`src/hw/rtc_cfg.svh`:
```
`ifndef RTC_CFG_SVH
`define RTC_CFG_SVH

// Register offsets
`define REG_SECONDS 3'h0
`define REG_MINUTES 3'h1
`define REG_CENTURY_HOURS 3'h2
`define REG_WEEKDAY 3'h3
`define REG_DAY_OF_MONTH 3'h4
`define REG_MONTH 3'h5
`define REG_YEAR 3'h6
`define REG_CONTROL 3'h7
`define REG_COUNT 8
`define REG_LAST 3'h7

// Field positions
`define HALT_BIT 7
`define CENTURY_ENABLE_BIT 7
`define CENTURY_FLAG_BIT 6
`define OUT_LEVEL_BIT 7
`define FREQ_TEST_BIT 6
`define CAL_SIGN_BIT 5

// Bus address
`define SLAVE_ADDRESS 7'h68

// Reset values of the time registers
`define RESET_SECONDS 8'h00
`define RESET_MINUTES 8'h00
`define RESET_HOURS 8'h00
`define RESET_WEEKDAY 8'h01
`define RESET_DAY 8'h01
`define RESET_MONTH 8'h01
`define RESET_YEAR 8'h00
`define RESET_CONTROL 8'h80

// Time base: crystal in Hz, one second per this many crystal edges
`define CRYSTAL_HZ 32768
`define CRYSTAL_DIV_W 15

`endif

```
`src/hw/rtc_pkg.sv`:
```
`default_nettype none

package rtc_pkg;

    typedef enum logic [2:0] {
        ST_IDLE,
        ST_ADDR,
        ST_ADDR_ACK,
        ST_WRITE,
        ST_WRITE_ACK,
        ST_READ,
        ST_READ_ACK
    } bus_state_t;

    // One register write from the bus side
    typedef struct packed {
        logic       en;
        logic [2:0] addr;
        logic [7:0] data;
    } reg_write_t;

    // Filtered bus events
    typedef struct packed {
        logic start;
        logic stop;
        logic scl_rise;
        logic scl_fall;
        logic sda;
    } bus_event_t;

endpackage

`default_nettype wire

```
`src/hw/rtc_serial_clock.sv`:
```
`timescale 1ns/100ps
`default_nettype none
`include "rtc_cfg.svh"

// Behaviour
// - Slave only; answers only addresses D0h and D1h (68h plus direction bit) after START.
// - Eight byte registers in order seconds to control.
// - Pointer increments after each data byte, written or read.
// - Clock and calendar fields are packed BCD, tens and units.
// - Seconds advance from the 32.768 kHz crystal time base.
// - Supply fail aborts any access and clears the pointer.
// - During supply fail bus inputs are ignored, no writes taken.
// - Register 0: halt bit 7, tens 6:4, units 3:0, 00-59.
// - Century flag toggles at century rollover only when enabled.
// - Register 7: output level, test enable, sign, five-bit calibration.
// - Time registers readable singly or as a burst.
// - Data changes only while clock low; otherwise a control condition.
// - Data falling while clock high is START.
// - Data rising while clock high is STOP, bus idle.
// - One clock pulse per bit, sampled while clock high.
// - No limit on bytes between START and STOP.
// - Eight-bit bytes, each followed by receiver acknowledge.
// - Works at serial clock rates from 2 kHz to 100 kHz.
// - Device acknowledges each received byte; master acks all but last.
// - Master nack ends read; device releases data line.
module rtc_serial_clock (
    // Clock and reset
    input wire logic clk_i,
    input wire logic reset_i,
    // Serial bus pins
    input wire logic scl_i,
    input wire logic sda_i,
    output logic sda_o,
    output logic sda_oe_n_o,
    // Crystal time base and supply monitor
    input wire logic crystal_input,
    input wire logic supply_fail_i,
    // Level output; the frequency test output is not produced
    output logic test_or_level_output_pin
);

    ////////////////////////////////////////////////////////////////////////////
    // Synchronisers

    logic [1:0] scl_sync_ff, sda_sync_ff, xtal_sync_ff, fail_sync_ff;
    logic scl_ff, sda_ff, xtal_ff;

    always_ff @(posedge clk_i) begin
        if (reset_i) begin
            scl_sync_ff <= 2'b11;
            sda_sync_ff <= 2'b11;
            xtal_sync_ff <= 2'b00;
            fail_sync_ff <= 2'b00;
            scl_ff <= 1'b1;
            sda_ff <= 1'b1;
            xtal_ff <= 1'b0;
        end else begin
            scl_sync_ff <= {scl_sync_ff[0], scl_i};
            sda_sync_ff <= {sda_sync_ff[0], sda_i};
            xtal_sync_ff <= {xtal_sync_ff[0], crystal_input};
            fail_sync_ff <= {fail_sync_ff[0], supply_fail_i};
            scl_ff <= scl_sync_ff[1];
            sda_ff <= sda_sync_ff[1];
            xtal_ff <= xtal_sync_ff[1];
        end
    end

    wire logic fail = fail_sync_ff[1];
    // While failing, the lines are seen as idle high so nothing is decoded
    wire logic scl_now = fail ? 1'b1 : scl_sync_ff[1];
    wire logic sda_now = fail ? 1'b1 : sda_sync_ff[1];
    wire logic scl_old = fail ? 1'b1 : scl_ff;
    wire logic sda_old = fail ? 1'b1 : sda_ff;
    rtc_pkg::bus_event_t ev;
    // One driver for the whole event word
    assign ev = '{
        start: scl_now && scl_old && sda_old && !sda_now,
        stop: scl_now && scl_old && !sda_old && sda_now,
        scl_rise: scl_now && !scl_old,
        scl_fall: !scl_now && scl_old,
        sda: sda_now
    };

    ////////////////////////////////////////////////////////////////////////////
    // Time base: one tick per 32768 crystal rising edges

    logic [`CRYSTAL_DIV_W-1:0] xdiv_ff;
    wire logic xtal_rise = xtal_sync_ff[1] && !xtal_ff;
    wire logic tick = xtal_rise && (xdiv_ff == {`CRYSTAL_DIV_W{1'b1}});

    always_ff @(posedge clk_i) begin
        if (reset_i) begin
            xdiv_ff <= '0;
        end else if (xtal_rise) begin
            xdiv_ff <= xdiv_ff + 1'b1;
        end
    end

    ////////////////////////////////////////////////////////////////////////////
    // Bus slave

    rtc_pkg::bus_state_t state_ff, nxt_state;
    logic [7:0] shift_ff, nxt_shift;
    logic [3:0] bit_ff, nxt_bit;
    logic [2:0] ptr_ff, nxt_ptr;
    logic first_ff, nxt_first;
    logic rd_dir_ff, nxt_rd_dir;
    logic nack_ff, nxt_nack;
    logic sda_ff_o, nxt_sda_o;
    rtc_pkg::reg_write_t wr;
    logic [7:0] rd_data;
    logic [7:0] control;

    wire logic [7:0] rx_byte = {shift_ff[6:0], ev.sda};
    wire logic [2:0] ptr_inc = ptr_ff + 3'h1;

    always_comb begin
        nxt_state = state_ff;
        nxt_shift = shift_ff;
        nxt_bit = bit_ff;
        nxt_ptr = ptr_ff;
        nxt_first = first_ff;
        nxt_rd_dir = rd_dir_ff;
        nxt_nack = nack_ff;
        nxt_sda_o = sda_ff_o;
        wr = '0;
        case (state_ff)
            rtc_pkg::ST_IDLE: begin
                nxt_sda_o = 1'b1;
            end
            rtc_pkg::ST_ADDR, rtc_pkg::ST_WRITE: begin
                if (ev.scl_rise) begin
                    nxt_shift = rx_byte;
                    nxt_bit = bit_ff + 4'h1;
                end
                if (ev.scl_fall && bit_ff == 4'h8) begin
                    nxt_bit = 4'h0;
                    if (state_ff == rtc_pkg::ST_ADDR) begin
                        if (shift_ff[7:1] == `SLAVE_ADDRESS) begin
                            nxt_rd_dir = shift_ff[0];
                            nxt_first = 1'b1;
                            nxt_sda_o = 1'b0;
                            nxt_state = rtc_pkg::ST_ADDR_ACK;
                        end else begin
                            nxt_state = rtc_pkg::ST_IDLE;
                        end
                    end else begin
                        if (first_ff) begin
                            nxt_ptr = shift_ff[2:0];
                            nxt_first = 1'b0;
                        end else begin
                            wr.en = 1'b1;
                            wr.addr = ptr_ff;
                            wr.data = shift_ff;
                            nxt_ptr = ptr_inc;
                        end
                        nxt_sda_o = 1'b0;
                        nxt_state = rtc_pkg::ST_WRITE_ACK;
                    end
                end
            end
            rtc_pkg::ST_ADDR_ACK, rtc_pkg::ST_WRITE_ACK: begin
                if (ev.scl_fall) begin
                    if (rd_dir_ff && state_ff == rtc_pkg::ST_ADDR_ACK) begin
                        nxt_shift = {rd_data[6:0], 1'b0};
                        nxt_sda_o = rd_data[7];
                        nxt_bit = 4'h1;
                        nxt_state = rtc_pkg::ST_READ;
                    end else begin
                        nxt_sda_o = 1'b1;
                        nxt_state = rtc_pkg::ST_WRITE;
                    end
                end
            end
            rtc_pkg::ST_READ: begin
                if (ev.scl_fall) begin
                    if (bit_ff == 4'h8) begin
                        nxt_sda_o = 1'b1;
                        nxt_ptr = ptr_inc;
                        nxt_state = rtc_pkg::ST_READ_ACK;
                    end else begin
                        nxt_sda_o = shift_ff[7];
                        nxt_shift = {shift_ff[6:0], 1'b0};
                        nxt_bit = bit_ff + 4'h1;
                    end
                end
            end
            rtc_pkg::ST_READ_ACK: begin
                if (ev.scl_rise) begin
                    nxt_nack = ev.sda;
                end
                if (ev.scl_fall) begin
                    if (nack_ff) begin
                        nxt_sda_o = 1'b1;
                        nxt_state = rtc_pkg::ST_IDLE;
                    end else begin
                        nxt_shift = {rd_data[6:0], 1'b0};
                        nxt_sda_o = rd_data[7];
                        nxt_bit = 4'h1;
                        nxt_state = rtc_pkg::ST_READ;
                    end
                end
            end
            default: begin
                nxt_state = rtc_pkg::ST_IDLE;
            end
        endcase
        if (ev.start) begin
            nxt_state = rtc_pkg::ST_ADDR;
            nxt_bit = 4'h0;
            nxt_sda_o = 1'b1;
        end
        if (ev.stop) begin
            nxt_state = rtc_pkg::ST_IDLE;
            nxt_sda_o = 1'b1;
        end
        if (fail) begin
            nxt_state = rtc_pkg::ST_IDLE;
            nxt_ptr = 3'h0;
            nxt_sda_o = 1'b1;
            wr.en = 1'b0;
        end
    end

    always_ff @(posedge clk_i) begin
        if (reset_i) begin
            state_ff <= rtc_pkg::ST_IDLE;
            shift_ff <= 8'h00;
            bit_ff <= 4'h0;
            ptr_ff <= 3'h0;
            first_ff <= 1'b0;
            rd_dir_ff <= 1'b0;
            nack_ff <= 1'b0;
            sda_ff_o <= 1'b1;
        end else begin
            state_ff <= nxt_state;
            shift_ff <= nxt_shift;
            bit_ff <= nxt_bit;
            ptr_ff <= nxt_ptr;
            first_ff <= nxt_first;
            rd_dir_ff <= nxt_rd_dir;
            nack_ff <= nxt_nack;
            sda_ff_o <= nxt_sda_o;
        end
    end

    // Open drain: drive low only, enable active low while pulling
    assign sda_o = 1'b0;
    assign sda_oe_n_o = sda_ff_o;

    ////////////////////////////////////////////////////////////////////////////
    // Registers

    rtc_regfile u_regs (
        .clk_i(clk_i),
        .reset_i(reset_i),
        .wr_i(wr),
        .rd_addr_i(ptr_ff),
        .rd_data_o(rd_data),
        .tick_i(tick),
        .control_o(control)
    );

    // Frequency test output is out of scope; the level bit drives the pin
    assign test_or_level_output_pin = control[`OUT_LEVEL_BIT];
endmodule

`default_nettype wire

```
`src/hw/rtc_regfile.sv`:
```
`timescale 1ns/100ps
`default_nettype none
`include "rtc_cfg.svh"

module rtc_regfile (
    // Clock and reset
    input wire logic clk_i,
    input wire logic reset_i,
    // Bus write and read
    input wire rtc_pkg::reg_write_t wr_i,
    input wire logic [2:0] rd_addr_i,
    output logic [7:0] rd_data_o,
    // Time base
    input wire logic tick_i,
    // Control fields
    output logic [7:0] control_o
);

    logic [7:0] regs_ff [`REG_COUNT];
    logic [7:0] nxt_regs [`REG_COUNT];

    function automatic logic [7:0] bcd_inc(input logic [7:0] v);
        if (v[3:0] == 4'h9) begin
            bcd_inc = {v[7:4] + 4'h1, 4'h0};
        end else begin
            bcd_inc = {v[7:4], v[3:0] + 4'h1};
        end
    endfunction

    function automatic logic [7:0] month_days(input logic [7:0] m, input logic [7:0] y);
        logic leap;
        leap = ({y[4], y[1:0]} == 3'b000) || ({y[4], y[1:0]} == 3'b110);
        case (m)
            8'h02: month_days = leap ? 8'h29 : 8'h28;
            8'h04, 8'h06, 8'h09, 8'h11: month_days = 8'h30;
            default: month_days = 8'h31;
        endcase
    endfunction

    wire logic halted = regs_ff[`REG_SECONDS][`HALT_BIT];
    wire logic [7:0] sec = {1'b0, regs_ff[`REG_SECONDS][6:0]};
    wire logic [7:0] hrs = {2'b00, regs_ff[`REG_CENTURY_HOURS][5:0]};
    wire logic [7:0] hrs_inc = bcd_inc(hrs);
    wire logic [7:0] dim = month_days(regs_ff[`REG_MONTH], regs_ff[`REG_YEAR]);
    wire logic c_sec = tick_i && !halted && sec == 8'h59;
    wire logic c_min = c_sec && regs_ff[`REG_MINUTES][6:0] == 7'h59;
    wire logic c_hr = c_min && hrs == 8'h23;
    wire logic c_day = c_hr && regs_ff[`REG_DAY_OF_MONTH][5:0] == dim[5:0];
    wire logic c_mon = c_day && regs_ff[`REG_MONTH][4:0] == 5'h12;
    wire logic c_yr = c_mon && regs_ff[`REG_YEAR] == 8'h99;

    // BCD counting with carries; a bus write wins the same cycle
    always_comb begin
        for (int i = 0; i < `REG_COUNT; i++) begin
            nxt_regs[i] = regs_ff[i];
        end
        if (tick_i && !halted) begin
            nxt_regs[`REG_SECONDS] = c_sec ? 8'h00 : bcd_inc(sec);
        end
        if (c_sec) begin
            nxt_regs[`REG_MINUTES] = c_min ? 8'h00 : bcd_inc({1'b0, regs_ff[1][6:0]});
        end
        if (c_min) begin
            nxt_regs[`REG_CENTURY_HOURS][5:0] = c_hr ? 6'h00 : hrs_inc[5:0];
        end
        if (c_yr && regs_ff[`REG_CENTURY_HOURS][`CENTURY_ENABLE_BIT]) begin
            nxt_regs[`REG_CENTURY_HOURS][`CENTURY_FLAG_BIT] =
                ~regs_ff[`REG_CENTURY_HOURS][`CENTURY_FLAG_BIT];
        end
        if (c_hr) begin
            nxt_regs[`REG_WEEKDAY] = (regs_ff[3][2:0] == 3'h7) ? 8'h01 :
                {5'h00, regs_ff[3][2:0] + 3'h1};
            nxt_regs[`REG_DAY_OF_MONTH] = c_day ? 8'h01 : bcd_inc({2'b00, regs_ff[4][5:0]});
        end
        if (c_day) begin
            nxt_regs[`REG_MONTH] = c_mon ? 8'h01 : bcd_inc({3'b000, regs_ff[5][4:0]});
        end
        if (c_mon) begin
            nxt_regs[`REG_YEAR] = c_yr ? 8'h00 : bcd_inc(regs_ff[`REG_YEAR]);
        end
        if (wr_i.en) begin
            nxt_regs[wr_i.addr] = wr_i.data;
        end
    end

    always_ff @(posedge clk_i) begin
        if (reset_i) begin
            regs_ff[0] <= `RESET_SECONDS;
            regs_ff[1] <= `RESET_MINUTES;
            regs_ff[2] <= `RESET_HOURS;
            regs_ff[3] <= `RESET_WEEKDAY;
            regs_ff[4] <= `RESET_DAY;
            regs_ff[5] <= `RESET_MONTH;
            regs_ff[6] <= `RESET_YEAR;
            regs_ff[7] <= `RESET_CONTROL;
            rd_data_o <= 8'h00;
            control_o <= `RESET_CONTROL;
        end else begin
            regs_ff <= nxt_regs;
            rd_data_o <= regs_ff[rd_addr_i];
            control_o <= nxt_regs[`REG_CONTROL];
        end
    end

endmodule

`default_nettype wire

```
`config.mk`:
```
export PLATFORM = sky130hd
export DESIGN_NAME = rtc_serial_clock
export DESIGN_NICKNAME = d
export VERILOG_FILES = /design/src/hw/rtc_pkg.sv /design/src/hw/rtc_serial_clock.sv /design/src/hw/rtc_regfile.sv
export VERILOG_INCLUDE_DIRS = /design/src /design/src/hw
export SDC_FILE = /design/constraint.sdc
export NUM_CORES = 1
export LEC_CHECK = 0
export ABC_AREA = 0
export BUFFER_PORTS_ARGS = -buffer_cell sky130_fd_sc_hd__buf_2
export CAP_MARGIN = 20
export CORE_ASPECT_RATIO = 1.1
export CORE_MARGIN = 4
export CORE_UTILIZATION = 30
export DETAILED_ROUTE_END_ITERATION = 12
export PLACE_DENSITY = 0.5
export SLEW_MARGIN = 20
export SYNTH_ARGS = -nofsm -noshare
export SYNTH_HDL_FRONTEND = slang
export SYNTH_SLANG_ARGS = --single-unit
```
`constraint.sdc`:
```
create_clock -name clk_i -period 4.41 [get_ports clk_i]
set_input_delay 0.441 -clock clk_i [delete_from_list [all_inputs] [get_ports clk_i]]
set_output_delay 0.441 -clock clk_i [all_outputs]
set_load 0.005 [all_outputs]
```
==> Word-level counts from Yosys, hierarchy flattened <==
Index checks and enable logic that the tools add are counted.
Widths: inputs -> output; s select.
{ "word_totals": {"regBits": 120, "input_bits": 6, "output_inout_bits": 3, "wordCells": 229} }
{ "op_classes": {"n_addsub": 16, "order_cmp": 3, "n_eq_ne": 47, "mux": 84, "n_bitwise": 4, "n_reduce_logical": 48} }
{ "op_table": {"columns": ["op", "n"], "rows": [
  ["$mux 8", 24],
  ["$bwmux 64", 1],
  ["$mux 64", 1],
  ["$mux 12", 4],
  ["$mux 3", 14],
  ["$add 4x1->4 const B", 8],
  ["$mux 4", 8],
  ["$pmux 8 s4", 1],
  ["$eq 4x4->1 const B", 7],
  ["$bmux 8 s3", 1],
  ["$demux 8 s3", 1],
  ["$ne 2x2->1 const B", 11],
  ["$eq 7x7->1 const B", 3],
  ["$ne 3x3->1 const B", 7],
  ["$logic_and 1x1->1", 20],
  ["$mux 1", 19],
  ["$mux 6", 3],
  ["$reduce_and 6->1", 3],
  ["$eq 8x3->1 const B", 2],
  ["$mux 16", 1],
  ["$pmux 4 s4", 1],
  ["$reduce_and 8->1", 2],
  ["$add 15x1->15 const B", 1],
  ["$eq 15x15->1 const B", 1],
  ["other kinds (38)", 58]
]} }

==> Depth between registers and ports, before layout <==
{ "depth": {"word_depth": 14, "depth_mapped": 10, "depth_no_buf": 8} }

==> Cells and area by module <==
A second synthesis with hierarchy kept.
{ "unflattened": {"hier_cells": 829, "hier_area_um2": 6915.4} }
{ "modules_own_cells": {"columns": ["mod", "instances", "cells_each", "area_per_inst_um2", "seq_area_each_um2"], "rows": [
  ["rtc_regfile", 1, 543, 4463.0, 1441.4],
  ["rtc_serial_clock", 1, 286, 2452.4, 960.9]
]} }

==> Least setup slack after synthesis <==
No wires, ideal clock.
{ "synth_timing": {"path_kind": "register -> register", "start": "reg xdiv_ff[0]", "end": "reg u_regs.regs_ff[15] in the netlist's numbering", "setup_time_ns": 0.091, "arrival_ns": 2.335, "required_ns": 4.319, "setup_slack_ns": 1.984, "stages_incl_launch_ff": 8, "path_buffers": 0, "period_less_slack_ns": 2.426, "path_cell_list": "dfxtp_1 ha_1 nand4b_4 nor4_4 nand3_1 a211o_1 or4b_1 a311oi_1"} }
{ "synth_between": {"elab_chain_cells": 13} }
{ "synth_rtl": {"columns": ["element", "line_no", "source"], "rows": [
  ["start: declaration", "rtc_serial_clock.sv:87", "logic [`CRYSTAL_DIV_W-1:0] xdiv_ff;"],
  ["start signal: assignment", "rtc_serial_clock.sv:95", "xdiv_ff <= xdiv_ff + 1'b1;"],
  ["$eq 15x15->1 (*)", "rtc_serial_clock.sv:89", "wire logic tick = xtal_rise && (xdiv_ff == {`CRYSTAL_DIV_W{1'b1}});"],
  ["$logic_and 1x1->1 (*)", "rtc_serial_clock.sv:89", null],
  ["$logic_and 1x1->1 (*) (2 in series)", "rtc_regfile.sv:45", "wire logic c_sec = tick_i && !halted && sec == 8'h59;"],
  ["$logic_and 1x1->1 (*)", "rtc_regfile.sv:46", "wire logic c_min = c_sec && regs_ff[`REG_MINUTES][6:0] == 7'h59;"],
  ["$logic_and 1x1->1 (*)", "rtc_regfile.sv:47", "wire logic c_hr = c_min && hrs == 8'h23;"],
  ["$logic_and 1x1->1 (*)", "rtc_regfile.sv:48", "wire logic c_day = c_hr && regs_ff[`REG_DAY_OF_MONTH][5:0] == dim[5:0];"],
  ["$logic_and 1x1->1 (*)", "rtc_regfile.sv:49", "wire logic c_mon = c_day && regs_ff[`REG_MONTH][4:0] == 5'h12;"],
  ["$logic_and 1x1->1", "rtc_regfile.sv:50", "wire logic c_yr = c_mon && regs_ff[`REG_YEAR] == 8'h99;"],
  ["$mux 8", "rtc_regfile.sv:79", "nxt_regs[`REG_YEAR] = c_yr ? 8'h00 : bcd_inc(regs_ff[`REG_YEAR]);"],
  ["$mux 8 (*)", "rtc_regfile.sv:78", "if (c_mon) begin"],
  ["$bwmux 64", "rtc_regfile.sv:82", "nxt_regs[wr_i.addr] = wr_i.data;"],
  ["$mux 64 (*)", "rtc_regfile.sv:81", "if (wr_i.en) begin"],
  ["end signal: assignment", "rtc_regfile.sv:99", "regs_ff <= nxt_regs;"],
  ["end: declaration", "rtc_regfile.sv:19", "logic [7:0] regs_ff [`REG_COUNT];"]
]} }
Every way passes the cells marked *; elsewhere a longest branch is shown, timed or not. The select of a mux whose other input is x is not followed.
A chain may end at the register's enable or synchronous reset.

==> Worst setup path after layout <==
{ "layout_timing": {"start": "reg u_regs.regs_ff[56] in the netlist's numbering", "end": "reg u_regs.regs_ff[46] in the netlist's numbering"} }
{ "layout_between": {"elab_chain_cells": 11} }
{ "layout_rtl": {"columns": ["element", "line_no", "source"], "rows": [
  ["$eq 7x7->1 (*)", "rtc_regfile.sv:45", null],
  ["$logic_and 1x1->1 (*)", "rtc_regfile.sv:45", null],
  ["$logic_and 1x1->1 (*)", "rtc_regfile.sv:46", null],
  ["$logic_and 1x1->1 (*)", "rtc_regfile.sv:47", null],
  ["$logic_and 1x1->1 (*)", "rtc_regfile.sv:48", null],
  ["$logic_and 1x1->1 (*)", "rtc_regfile.sv:49", null],
  ["$logic_and 1x1->1 (*)", "rtc_regfile.sv:50", null],
  ["$logic_and 1x1->1 (*)", "rtc_regfile.sv:66", "if (c_yr && regs_ff[`REG_CENTURY_HOURS][`CENTURY_ENABLE_BIT]) begin"],
  ["$mux 1 (*)", "rtc_regfile.sv:66", null],
  ["$bwmux 64", "rtc_regfile.sv:82", null],
  ["$mux 64 (*)", "rtc_regfile.sv:81", null]
]} }
Marked as above.

==> results.json <==
{
  "ioPinCount": 9,
  "path_cells": "ha_1 > nand3b_1 > nor4_2 > nand4_2 > a211o_1 > or4_1 > a311oi_1",
  "grt_pass1_wl_mm": 32.40,
  "cts.clk_slew.worst_paths_ps": 60,
  "diodes": 0,
  "setup_viol": 0,
  "crit_path_max_incr_delay_ps": 610,
  "max_freq_mhz": 332.7,
  "cp-startpoint": "u_regs.regs_ff[56]$_SDFF_PP0_",
  "drv_cap": 0,
  "gr-usage-all-layers_pct": 15.78,
  "yosys_warnings": 0,
  "root_buffer": "clkbuf_16",
  "rr_startpoint": "u_regs.regs_ff[56]$_SDFF_PP0_",
  "area_growth_pct": 11.74,
  "cp_max_fo": 18,
  "fin_crit_sh_pct": 68.17,
  "maxSlewViolCount": 0,
  "synth_edf_count": 0,
  "hold_buffers": 0,
  "grt_pass1_vias": 5793,
  "wl_per_cell_um": 17.94,
  "ys_seq_area_share_pct": 34.56,
  "critPathKind": "flip-flop to flip-flop",
  "async_flop_share_pct": 0,
  "synth_area_leaders": "dfxtp_1, nor2_1, mux4_2",
  "firstDrtPassIters": 6,
  "fin_skew_ps": 12.20,
  "synthDistinctLibCells": 79,
  "gr-total-overflow": 0,
  "synthCells": 825,
  "setup_ws_ps": 1404,
  "die-area_um2": 25670,
  "power.leakage_nw": 2.876,
  "min_path_type": "input port to flip-flop",
  "hold_viol": 0,
  "avgSynthCellArea_um2": 8.426,
  "dieWidth_um": 153.1,
  "viasPerCell": 5.389,
  "cts_tree": "done",
  "pre_cts_slack_ps": 1435,
  "crit_path_top_delay_cell": "a211o_1",
  "die_height_um": 167.7,
  "drive_gt1_share_pct": 11.25,
  "clkLatencyLatePin_ps": 430,
  "syn_area_um2": 6952,
  "timing.rr.end": "u_regs.regs_ff[46]$_SDFF_PP0_",
  "synth_top_area_share_pct": 34.56,
  "final_nets": 835,
  "crit_buf_inv": 0,
  "io_buffers": 7,
  "grt_max_degree": 62,
  "ant_nets": 0,
  "nFillCells": 2362,
  "cp.required_ps": 4740,
  "gp_congestion": 0.8552,
  "status": "complete, no violations",
  "post_cts_buffers": 0,
  "relSlewSlack_pct": 33.89,
  "worst_setup_path_end_kind": "flip-flop",
  "cp-endpoint": "u_regs.regs_ff[46]$_SDFF_PP0_",
  "min_period_ps": 3006,
  "drt-total-wl_mm": 20.06,
  "start_util_pct": 30.41,
  "critPathArrivalTime_ps": 3340,
  "cp_top_family": "simple AND/OR/NAND/NOR gates",
  "cts_made_buffers": 17,
  "worstMarginPinSlew_ps": 989.6,
  "fin_tns_setup_ps": 0,
  "fp.coreArea_um2": 22860,
  "antenna_found_initial": 0,
  "cts_resized": 0,
  "route.vias.total": 6025,
  "cts_num_sinks": 120,
  "drc": 0,
  "synth_seq_cells": 120,
  "critPathLaunchType": "flip-flop",
  "ir_drop_mv": 0.1854,
  "synth_nets": 854,
  "cts_max_path_buffers": 2,
  "drt_iter0_drc": 466,
  "power_density_nw_per_um2": 317.2,
  "r2r_cells": 7,
  "r2r_slack_ps": 1400,
  "crit_cells": 7,
  "rsz0062_at_grt": "false",
  "fin_util_pct": 33.98,
  "yosysTopAreaCell": "dfxtp_1",
  "ctsHtreeMaxLevel": 4,
  "row_count": 58,
  "dp_hpwl_mm": 14.00,
  "synth_flop_cell": "dfxtp_1"
}
Yosys cell counts, drive strengths merged (17+ instances only):
| cell | n |
|---|---|
| mux2i | 22 |
| nor2 | 101 |
| clkbuf | 39 |
| nand2 | 70 |
| o21ai | 26 |
| a211oi | 21 |
| inv | 23 |
| nand3 | 42 |
| nor2b | 17 |
| nor3 | 31 |
| ha | 23 |
| dfxtp | 120 |
| a21oi | 47 |
cell type report:
cell class                 count  area [um^2]  area share [%]
multi-input combinational    629         4254           54.77
timing repair buffer          14        90.09           1.160
tap                          300        375.4           4.832
clock buffer                  19        452.9           5.831
inverter                      24        90.09           1.160
clock inverter                12        102.6           1.321
sequential                   120         2402           30.93
stage by stage:
step / power, W / cells / hold slack [ps] / area, um^2
finish: 0.002464 / 1118 / 199.4 / 7767
global route: 0.002555 / 1118 / 188.8 / 7767
CTS: 0.002492 / 1118 / 193.0 / 7767
detailed placement: 0.001175 / 1087 / 394.1 / 7212
global placement: 0.001175 / 1087 / 396.2 / 7212
floorplan: 0.001157 / 825 / 389.5 / 6952
flip-flops by register name, indices dropped and copies added, names as in the netlist, 2 cells and up:
signal / flops
u_regs.regs_ff: 49
xdiv_ff: 15
scl_sync_ff: 2
u_regs.hrs: 6
bit_ff: 4
state_ff: 3
shift_ff: 8
xtal_sync_ff: 2
u_regs.control_o: 8
u_regs.rd_data_o: 8
fail_sync_ff: 2
ptr_ff: 3
sda_sync_ff: 2
cell usage in the layout (no fill, tap or decap), drive strengths merged, types with 9 or more instances in the layout:
master	count
xor2	9
nand4	15
nand2b	10
clkbuf	19
buf	14
o21ai	26
mux4	16
nand2	70
nor3	31
nor2	101
nand3	42
or3	12
a31oi	9
dfxtp	120
a22oi	10
xnor2	15
inv	24
nor2b	17
a211oi	21
a21oi	47
and3	15
mux2i	22
a311oi	10
ha	23
report_power, final:
part / leakage [nW] / switching (W) / internal, W
registers: 0.969 / 0.00000621 / 0.00109
logic: 1.64 / 0.0000373 / 0.0000164
clock network: 0.267 / 0.000517 / 0.000796
total: 2.88 / 0.000561 / 0.00190
cell families (layout without fill, tap and decap cells):
family | after synthesis | count (layout) | share of synthesized area [%]
XOR/XNOR | 24 | 24 | 3.024
adder cells (fa/ha/maj) | 23 | 23 | 4.140
multiplexers | 46 | 46 | 9.647
flip-flops | 120 | 120 | 34.56
AND/OR/NAND/NOR | 371 | 371 | 28.74
other | 1 | 1 | 0.05394
buffers and inverters | 76 | 69 | 4.373
AO/OA/AOI/OAI | 164 | 164 | 15.46
how the worst min path moves through the flow:
| stage | from | endpoint | depth (start not counted) |
|---|---|---|---|
| finish | scl_i | scl_sync_ff[0]$_SDFF_PP1_ | 2 |
| global route | sda_i | sda_sync_ff[0]$_SDFF_PP1_ | 2 |
| CTS | scl_i | scl_sync_ff[0]$_SDFF_PP1_ | 2 |
| detailed placement | sda_sync_ff[0]$_SDFF_PP1_ | sda_sync_ff[1]$_SDFF_PP1_ | 1 |
| global placement | scl_sync_ff[0]$_SDFF_PP1_ | scl_sync_ff[1]$_SDFF_PP1_ | 1 |
| floorplan | scl_sync_ff[0]$_SDFF_PP1_ | scl_sync_ff[1]$_SDFF_PP1_ | 1 |
routing by layer:
layer,track usage (%),up-vias,share of wire (%)
li1,-,2964,-
met1,21.25,2890,47
met2,25.37,144,47
met3,2.869,27,3.9
met4,5.695,0,2.4
met5,0,-,0
Note: power is estimated with default switching activity, not from simulation.
